### src/shared/lpc_pkg.sv
// constants and types shared by the loopback control block
package lpc_pkg;

	// clock and persistence timing
	localparam int unsigned CLK_HZ = 10_000_000;
	localparam int unsigned PERSIST_MS = 5100;
	localparam int unsigned PERSIST_CYCLES = PERSIST_MS * (CLK_HZ / 1000);
	localparam int unsigned PERSIST_CNT_W = 26;

	// reset values of the control state
	localparam logic RST_BIT = 1'b0;
	localparam logic [PERSIST_CNT_W-1:0] RST_COUNT = 26'h0000000;

	// line value sent while alarm indication is generated
	localparam logic AIS_BIT = 1'b1;

	// automatic loopback states, one-hot
	typedef enum logic [2:0] {
		LPC_AUTO_IDLE = 3'h1,
		LPC_AUTO_REMOTE = 3'h2,
		LPC_AUTO_DIGITAL = 3'h4
	} lpc_auto_t;

endpackage

### src/shared/lpc_path_if.sv
// per-path steering signals between loopback control and path selector
`timescale 1ns/1ns
interface lpc_path_if;
	logic native_bit;
	logic looped_bit;
	logic pattern_bit;
	logic use_loop;
	logic loop_first;
	logic pattern_en;
	logic ais_en;
	logic out_bit;

	// control side drives choices, selector returns the path bit
	modport ctrl (
		output native_bit, looped_bit, pattern_bit,
		output use_loop, loop_first, pattern_en, ais_en,
		input out_bit
	);
	modport sel (
		input native_bit, looped_bit, pattern_bit,
		input use_loop, loop_first, pattern_en, ais_en,
		output out_bit
	);
endinterface

### src/core/lpc_persist_timer.sv
// persistence timer: flags a level held for the full limit
`timescale 1ns/1ns
module lpc_persist_timer
	import lpc_pkg::*;
#(
	parameter int unsigned LIMIT = PERSIST_CYCLES
)(
	// clock and reset
	input wire logic sys_clk,
	input wire logic srst,
	// level being timed and its result
	input wire logic watch,
	output logic held
);
	typedef struct packed {
		logic [PERSIST_CNT_W-1:0] count;
	} lpc_tmr_state_t;

	lpc_tmr_state_t state_reg;
	lpc_tmr_state_t state_next;

	initial
	begin
		if (LIMIT < 1 || LIMIT >= (64'h1 << PERSIST_CNT_W))
			$error("persistence limit out of counter range");
	end

	// count up while the level stands, restart on any gap
	always_comb
	begin
		state_next = state_reg;
		if (!watch)
			state_next.count = RST_COUNT;
		else if (state_reg.count != LIMIT[PERSIST_CNT_W-1:0])
			state_next.count = state_reg.count + 1'b1;
	end

	always_ff @(posedge sys_clk)
	begin
		if (srst)
			state_reg <= '{count: RST_COUNT};
		else
			state_reg <= state_next;
	end

	// held once LIMIT cycles of continuous level have passed
	assign held = watch && state_reg.count == LIMIT[PERSIST_CNT_W-1:0];
endmodule

### src/core/lpc_path_select.sv
// one data path selector: pattern, looped data, alarm fill, native data
`timescale 1ns/1ns
module lpc_path_select
	import lpc_pkg::*;
(
	// clock, reset and line bit strobe
	input wire logic sys_clk,
	input wire logic srst,
	input wire logic line_bit_en,
	// steering from the control side
	lpc_path_if.sel path
);
	typedef struct packed {
		logic out_bit;
	} lpc_sel_state_t;

	lpc_sel_state_t state_reg;
	lpc_sel_state_t state_next;

	// priority chain, evaluated once per line bit
	always_comb
	begin
		state_next = state_reg;
		if (line_bit_en)
		begin
			if (path.use_loop && path.loop_first)
				state_next.out_bit = path.looped_bit;
			else if (path.pattern_en)
				state_next.out_bit = path.pattern_bit;
			else if (path.use_loop)
				state_next.out_bit = path.looped_bit;
			else if (path.ais_en)
				state_next.out_bit = AIS_BIT;
			else
				state_next.out_bit = path.native_bit;
		end
	end

	always_ff @(posedge sys_clk)
	begin
		if (srst)
			state_reg <= '{out_bit: RST_BIT};
		else
			state_reg <= state_next;
	end

	assign path.out_bit = state_reg.out_bit;
endmodule

### src/core/lpc_loopback_ctrl.sv
// loopback selection and data steering for one line channel
//
// Behaviour
// - analog loop feeds transmit data into receive
// - analog loop forces remote and digital off
// - analog: receive pattern wins; no alarm fill
// - remote active on manual or automatic request
// - receive code held 5.1 s toggles remote
// - clearing auto enable ends automatic remote
// - auto loop state shows automatic loop active
// - remote: received data goes back to line
// - transmit detectors still watch system data
// - remote: pattern priorities, no transmit alarm fill
// - digital active on manual or automatic request
// - transmit code held 5.1 s toggles digital
// - digital: transmit data replaces received data
// - digital: path priorities, no receive alarm fill
// - dual only with manual remote loop
// - dual: both loops, detectors placed accordingly
// - manual dual: remote data beats transmit pattern
// - manual remote plus auto digital: no transmit pattern
`timescale 1ns/1ns
module lpc_loopback_ctrl
	import lpc_pkg::*;
#(
	parameter int unsigned PERSIST_LIMIT = PERSIST_CYCLES
)(
	// clock, reset and line bit strobe
	input wire logic sys_clk,
	input wire logic srst,
	input wire logic line_bit_en,
	// loopback control bits
	input wire logic analog_loop_bit,
	input wire logic manual_remote_loop_bit,
	input wire logic manual_digital_loop_bit,
	input wire logic auto_loop_enable,
	input wire logic pattern_detect_side,
	// inband loop code detector levels
	input wire logic inband_act_rx,
	input wire logic inband_deact_rx,
	input wire logic inband_act_tx,
	input wire logic inband_deact_tx,
	// line side data
	input wire logic rx_line_data,
	input wire logic tx_line_data,
	// system side data and clock state
	input wire logic tx_sys_data,
	input wire logic tx_sys_clk_lost,
	// diagnostic generators
	input wire logic rx_pattern_gen_en,
	input wire logic rx_pattern_bit,
	input wire logic rx_ais_gen_en,
	input wire logic tx_pattern_gen_en,
	input wire logic tx_pattern_bit,
	input wire logic tx_ais_gen_en,
	// steered data
	output logic rx_dec_data,
	output logic tx_shaper_data,
	// detector feeds
	output logic rx_det_data,
	output logic rx_los_ais_data,
	output logic tx_det_data,
	output logic pd_data,
	output logic tx_clk_lost_eff,
	// status
	output logic analog_active,
	output logic remote_active,
	output logic digital_active,
	output logic auto_loop_state
);
	// one register image for the sequencer, status and detector feeds; the sequencer is
	// kept apart from the effective loops, so analog only masks it
	typedef struct packed {
		// automatic loop sequencer
		lpc_auto_t auto_st;
		// status copies of the effective loops and of the sequencer state
		logic analog;
		logic remote;
		logic digital;
		logic auto_on;
		// detector feeds and masked clock loss
		logic rx_det;
		logic rx_los;
		logic tx_det;
		logic pd;
		logic clk_lost;
	} lpc_ctrl_state_t;

	lpc_ctrl_state_t state_reg;
	lpc_ctrl_state_t state_next;

	lpc_path_if rx_path();
	lpc_path_if tx_path();

	// code timing
	logic act_watch;
	logic deact_watch;
	logic act_held;
	logic deact_held;

	// decoded loop modes
	logic auto_remote;
	logic auto_digital;
	logic remote_eff;
	logic digital_eff;
	logic dual_auto_dig;

	initial
	begin
		if (PERSIST_LIMIT < 1)
			$error("persistence limit must be at least one cycle");
		// the timers count in a fixed width counter
		if (PERSIST_LIMIT >= (64'h1 << PERSIST_CNT_W))
			$error("persistence limit exceeds timer width");
	end

	// automatic loop flags straight from the state
	assign auto_remote = state_reg.auto_st == LPC_AUTO_REMOTE;
	assign auto_digital = state_reg.auto_st == LPC_AUTO_DIGITAL;

	// effective loops; analog overrides the others
	assign remote_eff = !analog_loop_bit
		&& (manual_remote_loop_bit || auto_remote);
	assign digital_eff = !analog_loop_bit
		&& (manual_digital_loop_bit || auto_digital);
	assign dual_auto_dig = remote_eff && auto_digital;

	// inband codes are taken from the path the detector sits in
	assign act_watch = auto_loop_enable
		&& state_reg.auto_st == LPC_AUTO_IDLE
		&& (pattern_detect_side ? inband_act_tx : inband_act_rx);
	assign deact_watch = auto_loop_enable
		&& state_reg.auto_st != LPC_AUTO_IDLE
		&& (pattern_detect_side ? inband_deact_tx : inband_deact_rx);

	// activate and deactivate codes timed separately; a single
	// timer would let a deactivate code inherit activate credit
	// and end a fresh loop early
	lpc_persist_timer #(
		.LIMIT(PERSIST_LIMIT)
	) u_act_timer (
		.sys_clk(sys_clk),
		.srst(srst),
		.watch(act_watch),
		.held(act_held)
	);

	lpc_persist_timer #(
		.LIMIT(PERSIST_LIMIT)
	) u_deact_timer (
		.sys_clk(sys_clk),
		.srst(srst),
		.watch(deact_watch),
		.held(deact_held)
	);

	// receive path: looped transmit data under analog or digital loop
	// receive pattern always beats looped data, so no loop_first here
	assign rx_path.native_bit = rx_line_data;
	assign rx_path.looped_bit = tx_line_data;
	assign rx_path.pattern_bit = rx_pattern_bit;
	assign rx_path.use_loop = analog_loop_bit || digital_eff;
	assign rx_path.loop_first = 1'b0;
	assign rx_path.pattern_en = rx_pattern_gen_en;
	// alarm fill only in normal or remote loop
	assign rx_path.ais_en = rx_ais_gen_en && !analog_loop_bit
		&& !digital_eff;

	// transmit path: received data sent back under remote loop
	// system data is still steered here, overridden by the loop, pattern or alarm fill
	assign tx_path.native_bit = tx_sys_data;
	assign tx_path.looped_bit = rx_line_data;
	assign tx_path.pattern_bit = tx_pattern_bit;
	assign tx_path.use_loop = remote_eff;
	assign tx_path.loop_first = remote_eff && digital_eff;
	// pattern is lost when remote wraps an automatic digital loop
	assign tx_path.pattern_en = tx_pattern_gen_en && !dual_auto_dig;
	assign tx_path.ais_en = tx_ais_gen_en && !analog_loop_bit
		&& !remote_eff;

	lpc_path_select u_rx_sel (
		.sys_clk(sys_clk),
		.srst(srst),
		.line_bit_en(line_bit_en),
		.path(rx_path)
	);

	lpc_path_select u_tx_sel (
		.sys_clk(sys_clk),
		.srst(srst),
		.line_bit_en(line_bit_en),
		.path(tx_path)
	);

	// automatic loop sequencing and detector steering
	always_comb
	begin
		state_next = state_reg;
		case (state_reg.auto_st)
			LPC_AUTO_IDLE:
			begin
				// remote needs the receive side and no digital loop
				if (act_held && !pattern_detect_side && !digital_eff)
					state_next.auto_st = LPC_AUTO_REMOTE;
				else if (act_held && pattern_detect_side)
					state_next.auto_st = LPC_AUTO_DIGITAL;
			end

			// automatic remote runs until code, enable or manual digital
			LPC_AUTO_REMOTE:
			begin
				// a manual digital loop also takes the remote away
				if (!auto_loop_enable || deact_held
					|| manual_digital_loop_bit)
					state_next.auto_st = LPC_AUTO_IDLE;
			end

			// automatic digital may sit under a manual remote loop
			LPC_AUTO_DIGITAL:
			begin
				if (!auto_loop_enable || deact_held)
					state_next.auto_st = LPC_AUTO_IDLE;
			end

			// an illegal code falls back to no automatic loop
			default:
				state_next.auto_st = LPC_AUTO_IDLE;
		endcase

		// status follows the loops one cycle late
		state_next.analog = analog_loop_bit;
		state_next.remote = remote_eff;
		state_next.digital = digital_eff;
		state_next.auto_on = state_reg.auto_st != LPC_AUTO_IDLE;
		// clock loss is of no concern while the line is fed back
		state_next.clk_lost = tx_sys_clk_lost && !remote_eff;

		// detector feeds move once per line bit
		if (line_bit_en)
		begin
			// violation and zeroes detectors follow the receive loop
			state_next.rx_det = rx_path.use_loop ? tx_line_data
				: rx_line_data;
			// line alarms keep watching the line except in analog loop
			state_next.rx_los = analog_loop_bit ? tx_line_data
				: rx_line_data;
			// transmit detectors never see looped data
			state_next.tx_det = tx_sys_data;

			// pattern detector sits on the chosen side: receive side after any loop, transmit side on system data
			state_next.pd = pattern_detect_side ? tx_sys_data
				: (rx_path.use_loop ? tx_line_data : rx_line_data);
		end
	end

	// every field named in reset so none starts unknown
	always_ff @(posedge sys_clk)
	begin
		if (srst)
		begin
			state_reg.auto_st <= LPC_AUTO_IDLE;
			state_reg.analog <= RST_BIT;
			state_reg.remote <= RST_BIT;
			state_reg.digital <= RST_BIT;
			state_reg.auto_on <= RST_BIT;
			state_reg.rx_det <= RST_BIT;
			state_reg.rx_los <= RST_BIT;
			state_reg.tx_det <= RST_BIT;
			state_reg.pd <= RST_BIT;
			state_reg.clk_lost <= RST_BIT;
		end
		else
			state_reg <= state_next;
	end

	// steered data, registered in the selectors
	assign rx_dec_data = rx_path.out_bit;
	assign tx_shaper_data = tx_path.out_bit;

	// detector feeds, all from flip-flops
	assign rx_det_data = state_reg.rx_det;
	assign rx_los_ais_data = state_reg.rx_los;
	assign tx_det_data = state_reg.tx_det;
	assign pd_data = state_reg.pd;
	assign tx_clk_lost_eff = state_reg.clk_lost;

	// status, one cycle behind the controls
	assign analog_active = state_reg.analog;
	assign remote_active = state_reg.remote;
	assign digital_active = state_reg.digital;
	assign auto_loop_state = state_reg.auto_on;
endmodule

### config.mk
export PLATFORM = sky130hd
export DESIGN_NAME = lpc_loopback_ctrl
export DESIGN_NICKNAME = d
export VERILOG_FILES = /design/src/shared/lpc_pkg.sv /design/src/shared/lpc_path_if.sv /design/src/core/lpc_persist_timer.sv /design/src/core/lpc_path_select.sv /design/src/core/lpc_loopback_ctrl.sv
export SDC_FILE = /design/constraint.sdc
export NUM_CORES = 1
export LEC_CHECK = 0
export BUFFER_PORTS_ARGS = -buffer_cell sky130_fd_sc_hd__buf_2
export CAP_MARGIN = 20
export CORE_ASPECT_RATIO = 1.5
export CORE_MARGIN = 2
export CORE_UTILIZATION = 53
export DETAILED_ROUTE_END_ITERATION = 6
export GPL_ROUTABILITY_DRIVEN = 0
export PLACE_DENSITY = 0.78
export SLEW_MARGIN = 20
export SYNTH_ARGS = -nofsm -noshare
export SYNTH_HDL_FRONTEND = slang
export SYNTH_SLANG_ARGS = --single-unit
### constraint.sdc
create_clock -name sys_clk -period 2 [get_ports sys_clk]
set_input_delay 0.3 -clock sys_clk [delete_from_list [all_inputs] [get_ports sys_clk]]
set_output_delay 0.3 -clock sys_clk [all_outputs]
set_load 0.02 [all_outputs]
==> flow_summary_export.csv, run 1 <==
group,metric,value,unit
status,run_status,"complete, no violations",
sta,finClkSkew,0.01285,ns
sta,period_needed,1.895,ns
clocking,clock-sinks,66,
logic_synthesis,synth_top_area_cell,"dfxtp_1",
die,fp.dieW,66.83,um
logic_synthesis,netlist_area,3138,um^2
detailed_routing,wl_met3,194,um
power_and_ir_drop,ir_worst_vdd,0.0005275,V
detailed_routing,drtPass1Iterations,4,
clocking,htreeDepth,3,
logic_synthesis,yosysWarnings,0,
logic_synthesis,synth-seq-cells,66,
detailed_routing,avgViaCountPerCell,5.611,
detailed_routing,antenna_left,0,
logic_synthesis,synth_edf_count,0,
worst_setup_path,worstSetupPathType,"reg2reg",
detailed_routing,drc,0,
detailed_routing,top_layer,"met4",
worst_setup_path,rr_worst_depth,9,
detailed_routing,wl_met1,2794,um
logic_synthesis,syn-num-nets,390,
finish,fillers,454,
finish,drive_gt1_frac,0.1957,
sta,holdWs,0.1845,ns
sta,period_share,0.9474,
place,place.detailed.hpwl,4729,um
grt,grt_overflow,0,
clocking,clockBufferDepth,2,
grt,track_usage,0.2193,
sta,drv_slew,0,
logic_synthesis,synth-main-ff-cell,"dfxtp_1",
clocking,path_clk_slew,0.08,ns
detailed_routing,vias,2727,
power_and_ir_drop,total_power,2.860,mW
power_and_ir_drop,p_leak,1.329,nW
die,die_h,98.24,um
grt,grt_first_pass_wirelength,11300,um
grt,grt_pass1_vias,2645,
clocking,cts_inserted_buffers,9,
min_path,min_path_type,"in2reg",
detailed_routing,drt-initial-drc-count,117,
job,cap_violations,0,
finish,multi_input_area,1742,um^2
worst_setup_path,r2r_start,"u_deact_timer.state_reg[0]",
clocking,worstSkewPairLatency,0.34,ns
logic_synthesis,synth_cell_types,43,
min_path,hold_depth,2,
worst_setup_path,worstPathCellList,"inv_1 -> ha_1 -> and4b_1 -> nand3_1 -> nor4_4 -> buf_4 -> buf_4 -> or3b_2 -> a21oi_1",
power_and_ir_drop,p_per_area,765.6,nW/um^2
grt,grt_antenna_before_repair,0,
place,numPortBuffers,32,
clocking,cts_tree,"done",
clocking,cts_root_buffer,"clkbuf_8",
sta,hold_violations,0,
worst_setup_path,r2r-end,"u_deact_timer.state_reg[2]",
sta,fin_ws,0.1052,ns
sta,slew_headroom,0.6947,
worst_setup_path,cpMaxStageDelayCell,"or3b_2",
worst_setup_path,arrival,2.16,ns
sta,fmax,527.8,MHz
finish,final_cells,486,
detailed_routing,route.met2.wl,3692,um
finish,area_growth,19.06,%
worst_setup_path,worstPathRequired,2.27,ns
logic_synthesis,yosysSeqAreaShare,0.4211,
worst_setup_path,reg2reg_slack,0.11,ns
logic_synthesis,synthCells,364,
die,io_pins,33,
logic_synthesis,synth_top_area_share,0.4211,
worst_setup_path,worst_setup_path_start_kind,"register",
grt,grt_start_max_net_pins,27,
die,die-area,6565,um^2
finish,antenna_cells,0,
worst_setup_path,cp_max_fo,3,
worst_setup_path,slowest_delay,0.43,ns
sta,report.final.setup_viol,0,
finish,num-nets-final,435,
detailed_routing,drt-total-wl,6784,um
detailed_routing,wl_per_cell,13.96,um
worst_setup_path,critPathLaunch,"u_deact_timer.state_reg[0]",
die,start_util,0.5464,
place,post-place-cells,468,
logic_synthesis,syn_avg_cell_area,8.621,um^2
logic_synthesis,synth.area.top_cells,"dfxtp_1 42%, nor2_1 7.5%, xor2_1 6.7%",
place,pre_cts_slack,0.1237,ns
worst_setup_path,cp_common_cell,"buf_4",
worst_setup_path,endpoint_kind,"register",
sta,tns,0,ns
die,num_rows,34,
die,core,5743,um^2
min_path,min_to,"tx_clk_lost_eff",
min_path,hold_start,"tx_sys_clk_lost",
logic_synthesis,synthArstFlopShare,0,
finish,seqCellArea,1326,um^2
sta,tightest_slew,0.4532,ns
==> cell usage after synthesis, types with 2 or more instances <==
cell type,count
nor4bb_1,2
xor2_1,24
and3_1,13
a211oi_1,3
and4_1,9
ha_1,4
a211o_1,2
nor3_1,8
nand4_1,11
inv_1,14
nor4b_1,3
nor4_2,2
o21ai_0,6
or4_1,2
nor4_1,12
a31oi_1,2
o221a_2,2
nor2_1,63
nand3_1,22
nor3b_1,4
nand2b_1,3
nand2_1,21
or3b_2,2
clkbuf_1,12
a21oi_1,9
mux2i_1,5
or3_1,3
xnor2_1,21
dfxtp_1,66
==> report_power, final <==
part           switching (mW)  internal [mW]  leakage, nW
sequential            0.00643           1.33        0.536
clock                   0.514          0.897        0.123
combinational          0.0693         0.0465        0.671
==> logic make-up after synthesis <==
logic type / Yosys count / share of synthesized area
buf+inv: 27 / 0.03349
xor+xnor: 45 / 0.1256
flops: 66 / 0.4211
simple gates: 184 / 0.3150
fa+ha+maj: 4 / 0.01595
compound gates: 32 / 0.06938
mux: 6 / 0.01954
==> placed cells by master (no fill, tap or decap), types with 6 or more instances in the layout <==
cell,n
nor4_1,12
o21ai_0,6
nand4_1,11
xor2_1,24
buf_2,32
inv_1,14
and4_1,7
a21oi_1,9
buf_4,15
nor3_1,8
clkbuf_8,11
dfxtp_1,62
and3_1,13
nand3_1,22
nand2_1,21
nor2_1,63
xnor2_1,21
==> final cells by class <==
type | count | area share
Sequential cell | 66 | 0.3550
Clock inverter | 4 | 0.02612
Inverter | 14 | 0.01407
Multi-Input combinational cell | 271 | 0.4662
Timing Repair Buffer | 47 | 0.07301
Tap cell | 72 | 0.02411
Clock buffer | 12 | 0.04153
==> how the worst max path moves through the flow <==
stage	endpoint	slack, ns	cells after the start
after floorplan	state_reg[11]	0.08	7
after global placement	state_reg[10]	0.16	9
after detailed placement	u_deact_timer.state_reg[25]	0.12	5
after CTS	state_reg[10]	0.03	7
after global routing	u_deact_timer.state_reg[25]	-0.004	5
final	u_deact_timer.state_reg[2]	0.11	9
==> through the flow <==
step                      instance area [um^2]  utilization
after floorplan                           3138            -
after global placement                    3433       0.5978
after detailed placement                  3433       0.5978
after CTS                                 3686       0.6418
after global routing                      3736       0.6505
final                                     3736       0.6505
==> layer usage <==
layer  vias up  global-route usage
li1       1374                   -
met1      1297              0.2333
met2        46              0.3938
met3        10             0.06336
met4         0             0.08634
met5         -                   0
==> what timing repair did <==
action,in CTS,in global routing
buffers inserted,0,2
resized for setup,0,12
endpoints found under the setup margin,0,4
hold buffers,0,0
==> critical path, delay by kind of cell, from the launching register on <==
family / cells / cell delay [ns]
and+or+nand+nor: 4 / 0.82
DFF: 1 / 0.33
adders and majority gates: 1 / 0.20
AOI/OAI and AO/OA: 1 / 0.13
buffers and inverters: 3 / 0.35
Power figures use the tool's default switching activity.
==> run 2: changes to the inputs <==
CELL_PAD_IN_SITES_DETAIL_PLACEMENT = 1   (was not set)
CELL_PAD_IN_SITES_GLOBAL_PLACEMENT = 1   (was not set)
CORE_UTILIZATION = 40   (was 53)
PLACE_DENSITY = 0.77   (was 0.78)
==> flow_summary_export.csv, run 2 (synthesized netlist as in run 1, its figures left out) <==
group,metric,value,unit
worst_setup_path,cp_max_fo,7,
clocking,clock-sinks,66,
grt,grt_pass1_vias,2895,
grt,grt_overflow,0,
detailed_routing,wl_per_cell,15.10,um
sta,period_share,0.9450,
sta,finClkSkew,0.006210,ns
detailed_routing,antenna_left,0,
power_and_ir_drop,ir_worst_vdd,0.0007176,V
min_path,hold_start,"tx_sys_clk_lost",
detailed_routing,drt-total-wl,7761,um
clocking,cts_tree,"done",
min_path,min_path_type,"in2reg",
finish,drive_gt1_frac,0.1796,
die,io_pins,33,
worst_setup_path,r2r-end,"u_deact_timer.state_reg[25]",
worst_setup_path,endpoint_kind,"register",
worst_setup_path,r2r_start,"u_deact_timer.state_reg[3]",
sta,holdWs,0.2107,ns
clocking,htreeDepth,3,
place,place.detailed.hpwl,5442,um
die,core,7612,um^2
min_path,hold_depth,2,
clocking,worstSkewPairLatency,0.33,ns
worst_setup_path,worstSetupPathType,"reg2reg",
finish,final_cell_mix,"65 x dfxtp_1, 63 x nor2_1, 32 x buf_2",
min_path,min_to,"tx_clk_lost_eff",
finish,area_growth,21.25,%
clocking,cts_inserted_buffers,9,
sta,fmax,529.1,MHz
grt,grt_start_max_net_pins,27,
place,numPortBuffers,32,
finish,num-nets-final,433,
finish,antenna_cells,0,
worst_setup_path,reg2reg_slack,0.11,ns
job,cap_violations,0,
worst_setup_path,rr_worst_depth,5,
clocking,path_clk_slew,0.05,ns
die,die_h,112.5,um
power_and_ir_drop,p_per_area,797.1,nW/um^2
grt,grt_antenna_before_repair,0,
die,num_rows,39,
die,die-area,8584,um^2
grt,track_usage,0.1877,
grt,grt_first_pass_wirelength,13010,um
sta,hold_violations,0,
power_and_ir_drop,p_leak,1.359,nW
sta,tightest_slew,0.5014,ns
sta,slew_headroom,0.6622,
detailed_routing,drtPass1Iterations,4,
detailed_routing,drc,0,
sta,period_needed,1.890,ns
clocking,clockBufferDepth,2,
worst_setup_path,arrival,2.15,ns
clocking,cts_setup_buffers,0,
detailed_routing,vias,2764,
die,start_util,0.4122,
sta,rsz0062_at_grt,"no",
status,run_status,"complete, no violations",
clocking,cts_root_buffer,"clkbuf_16",
sta,tns,0,ns
die,fp.dieW,76.32,um
sta,report.final.setup_viol,0,
sta,drv_slew,0,
worst_setup_path,worst_setup_path_start_kind,"register",
worst_setup_path,worstPathRequired,2.26,ns
finish,final_common_cell,"dfxtp_1",
detailed_routing,avgViaCountPerCell,5.377,
detailed_routing,drt-initial-drc-count,106,
## run 2: cell types whose count changed in the layout (fill, tap and decap cells not counted), moves of 2 or more
| cell | change |
|---|---|
| clkbuf_16 | +9 |
| clkbuf_8 | -9 |
| dfxtp_1 | +3 |
| dfxtp_2 | -3 |
| and4_4 | -2 |
| buf_4 | -2 |
| bufinv_16 | -2 |
| clkbuf_1 | +2 |
## run 2: worst max-delay path by stage
stage / start / endpoint / slack [ns] / cells past startpoint
finish: u_deact_timer.state_reg[3] / u_deact_timer.state_reg[25] / 0.11 / 5
global route: u_deact_timer.state_reg[0] / state_reg[10] / 0.02 / 9
CTS: u_deact_timer.state_reg[0] / state_reg[11] / 0.08 / 9
detailed placement: u_deact_timer.state_reg[14] / state_reg[10] / 0.11 / 7
global placement: u_deact_timer.state_reg[14] / state_reg[10] / 0.14 / 7
floorplan: u_deact_timer.state_reg[0] / state_reg[11] / 0.08 / 7
## run 2: timing repair
item / 4_1_cts / 5_1_grt
hold buffers: 0 / 0
setup endpoints to repair: 1 / 5
resized for setup: 1 / 7
## run 2: layer usage
layer,GRT usage,routed length (um)
met1,0.1943,3215
met2,0.3587,4262
met3,0.03859,116
met4,0.08364,166
met5,0,0
## run 2: power breakdown
| group | total [mW] | internal [mW] | switching (mW) |
|---|---|---|---|
| clock network | 1.58 | 1.03 | 0.547 |
| registers | 1.34 | 1.33 | 0.00679 |
| logic | 0.119 | 0.0465 | 0.0722 |
## run 2: per-stage QoR
stage / instances / setup WS, ns / instance area (um^2) / total power, mW / utilization
2_1_floorplan: 364 / 0.07683 / 3138 / 1.430 / -
3_3_place_gp: 498 / 0.1440 / 3471 / 1.478 / 0.4560
3_5_place_dp: 498 / 0.1090 / 3471 / 1.482 / 0.4560
4_1_cts: 514 / 0.07740 / 3776 / 3.067 / 0.4961
5_1_grt: 514 / 0.01951 / 3805 / 3.150 / 0.4998
6_report: 514 / 0.1100 / 3805 / 3.033 / 0.4998
## run 2: cell type report
| type | instances | area (um^2) |
|---|---|---|
| clock inverter | 2 | 35.03 |
| multi-input combinational | 271 | 1745 |
| inverter | 14 | 52.55 |
| tap | 102 | 127.6 |
| clock buffer | 14 | 264.0 |
| fill | 924 | 3807 |
| sequential | 66 | 1323 |
| timing repair buffer | 45 | 257.7 |
## run 2: worst max-delay path: stages (launching register included)
cell and delay (ns):
dfxtp_1 0.40, and4_2 0.30, nand3_4 0.12, or3_1 0.40, or4_1 0.47, a21oi_1 0.14
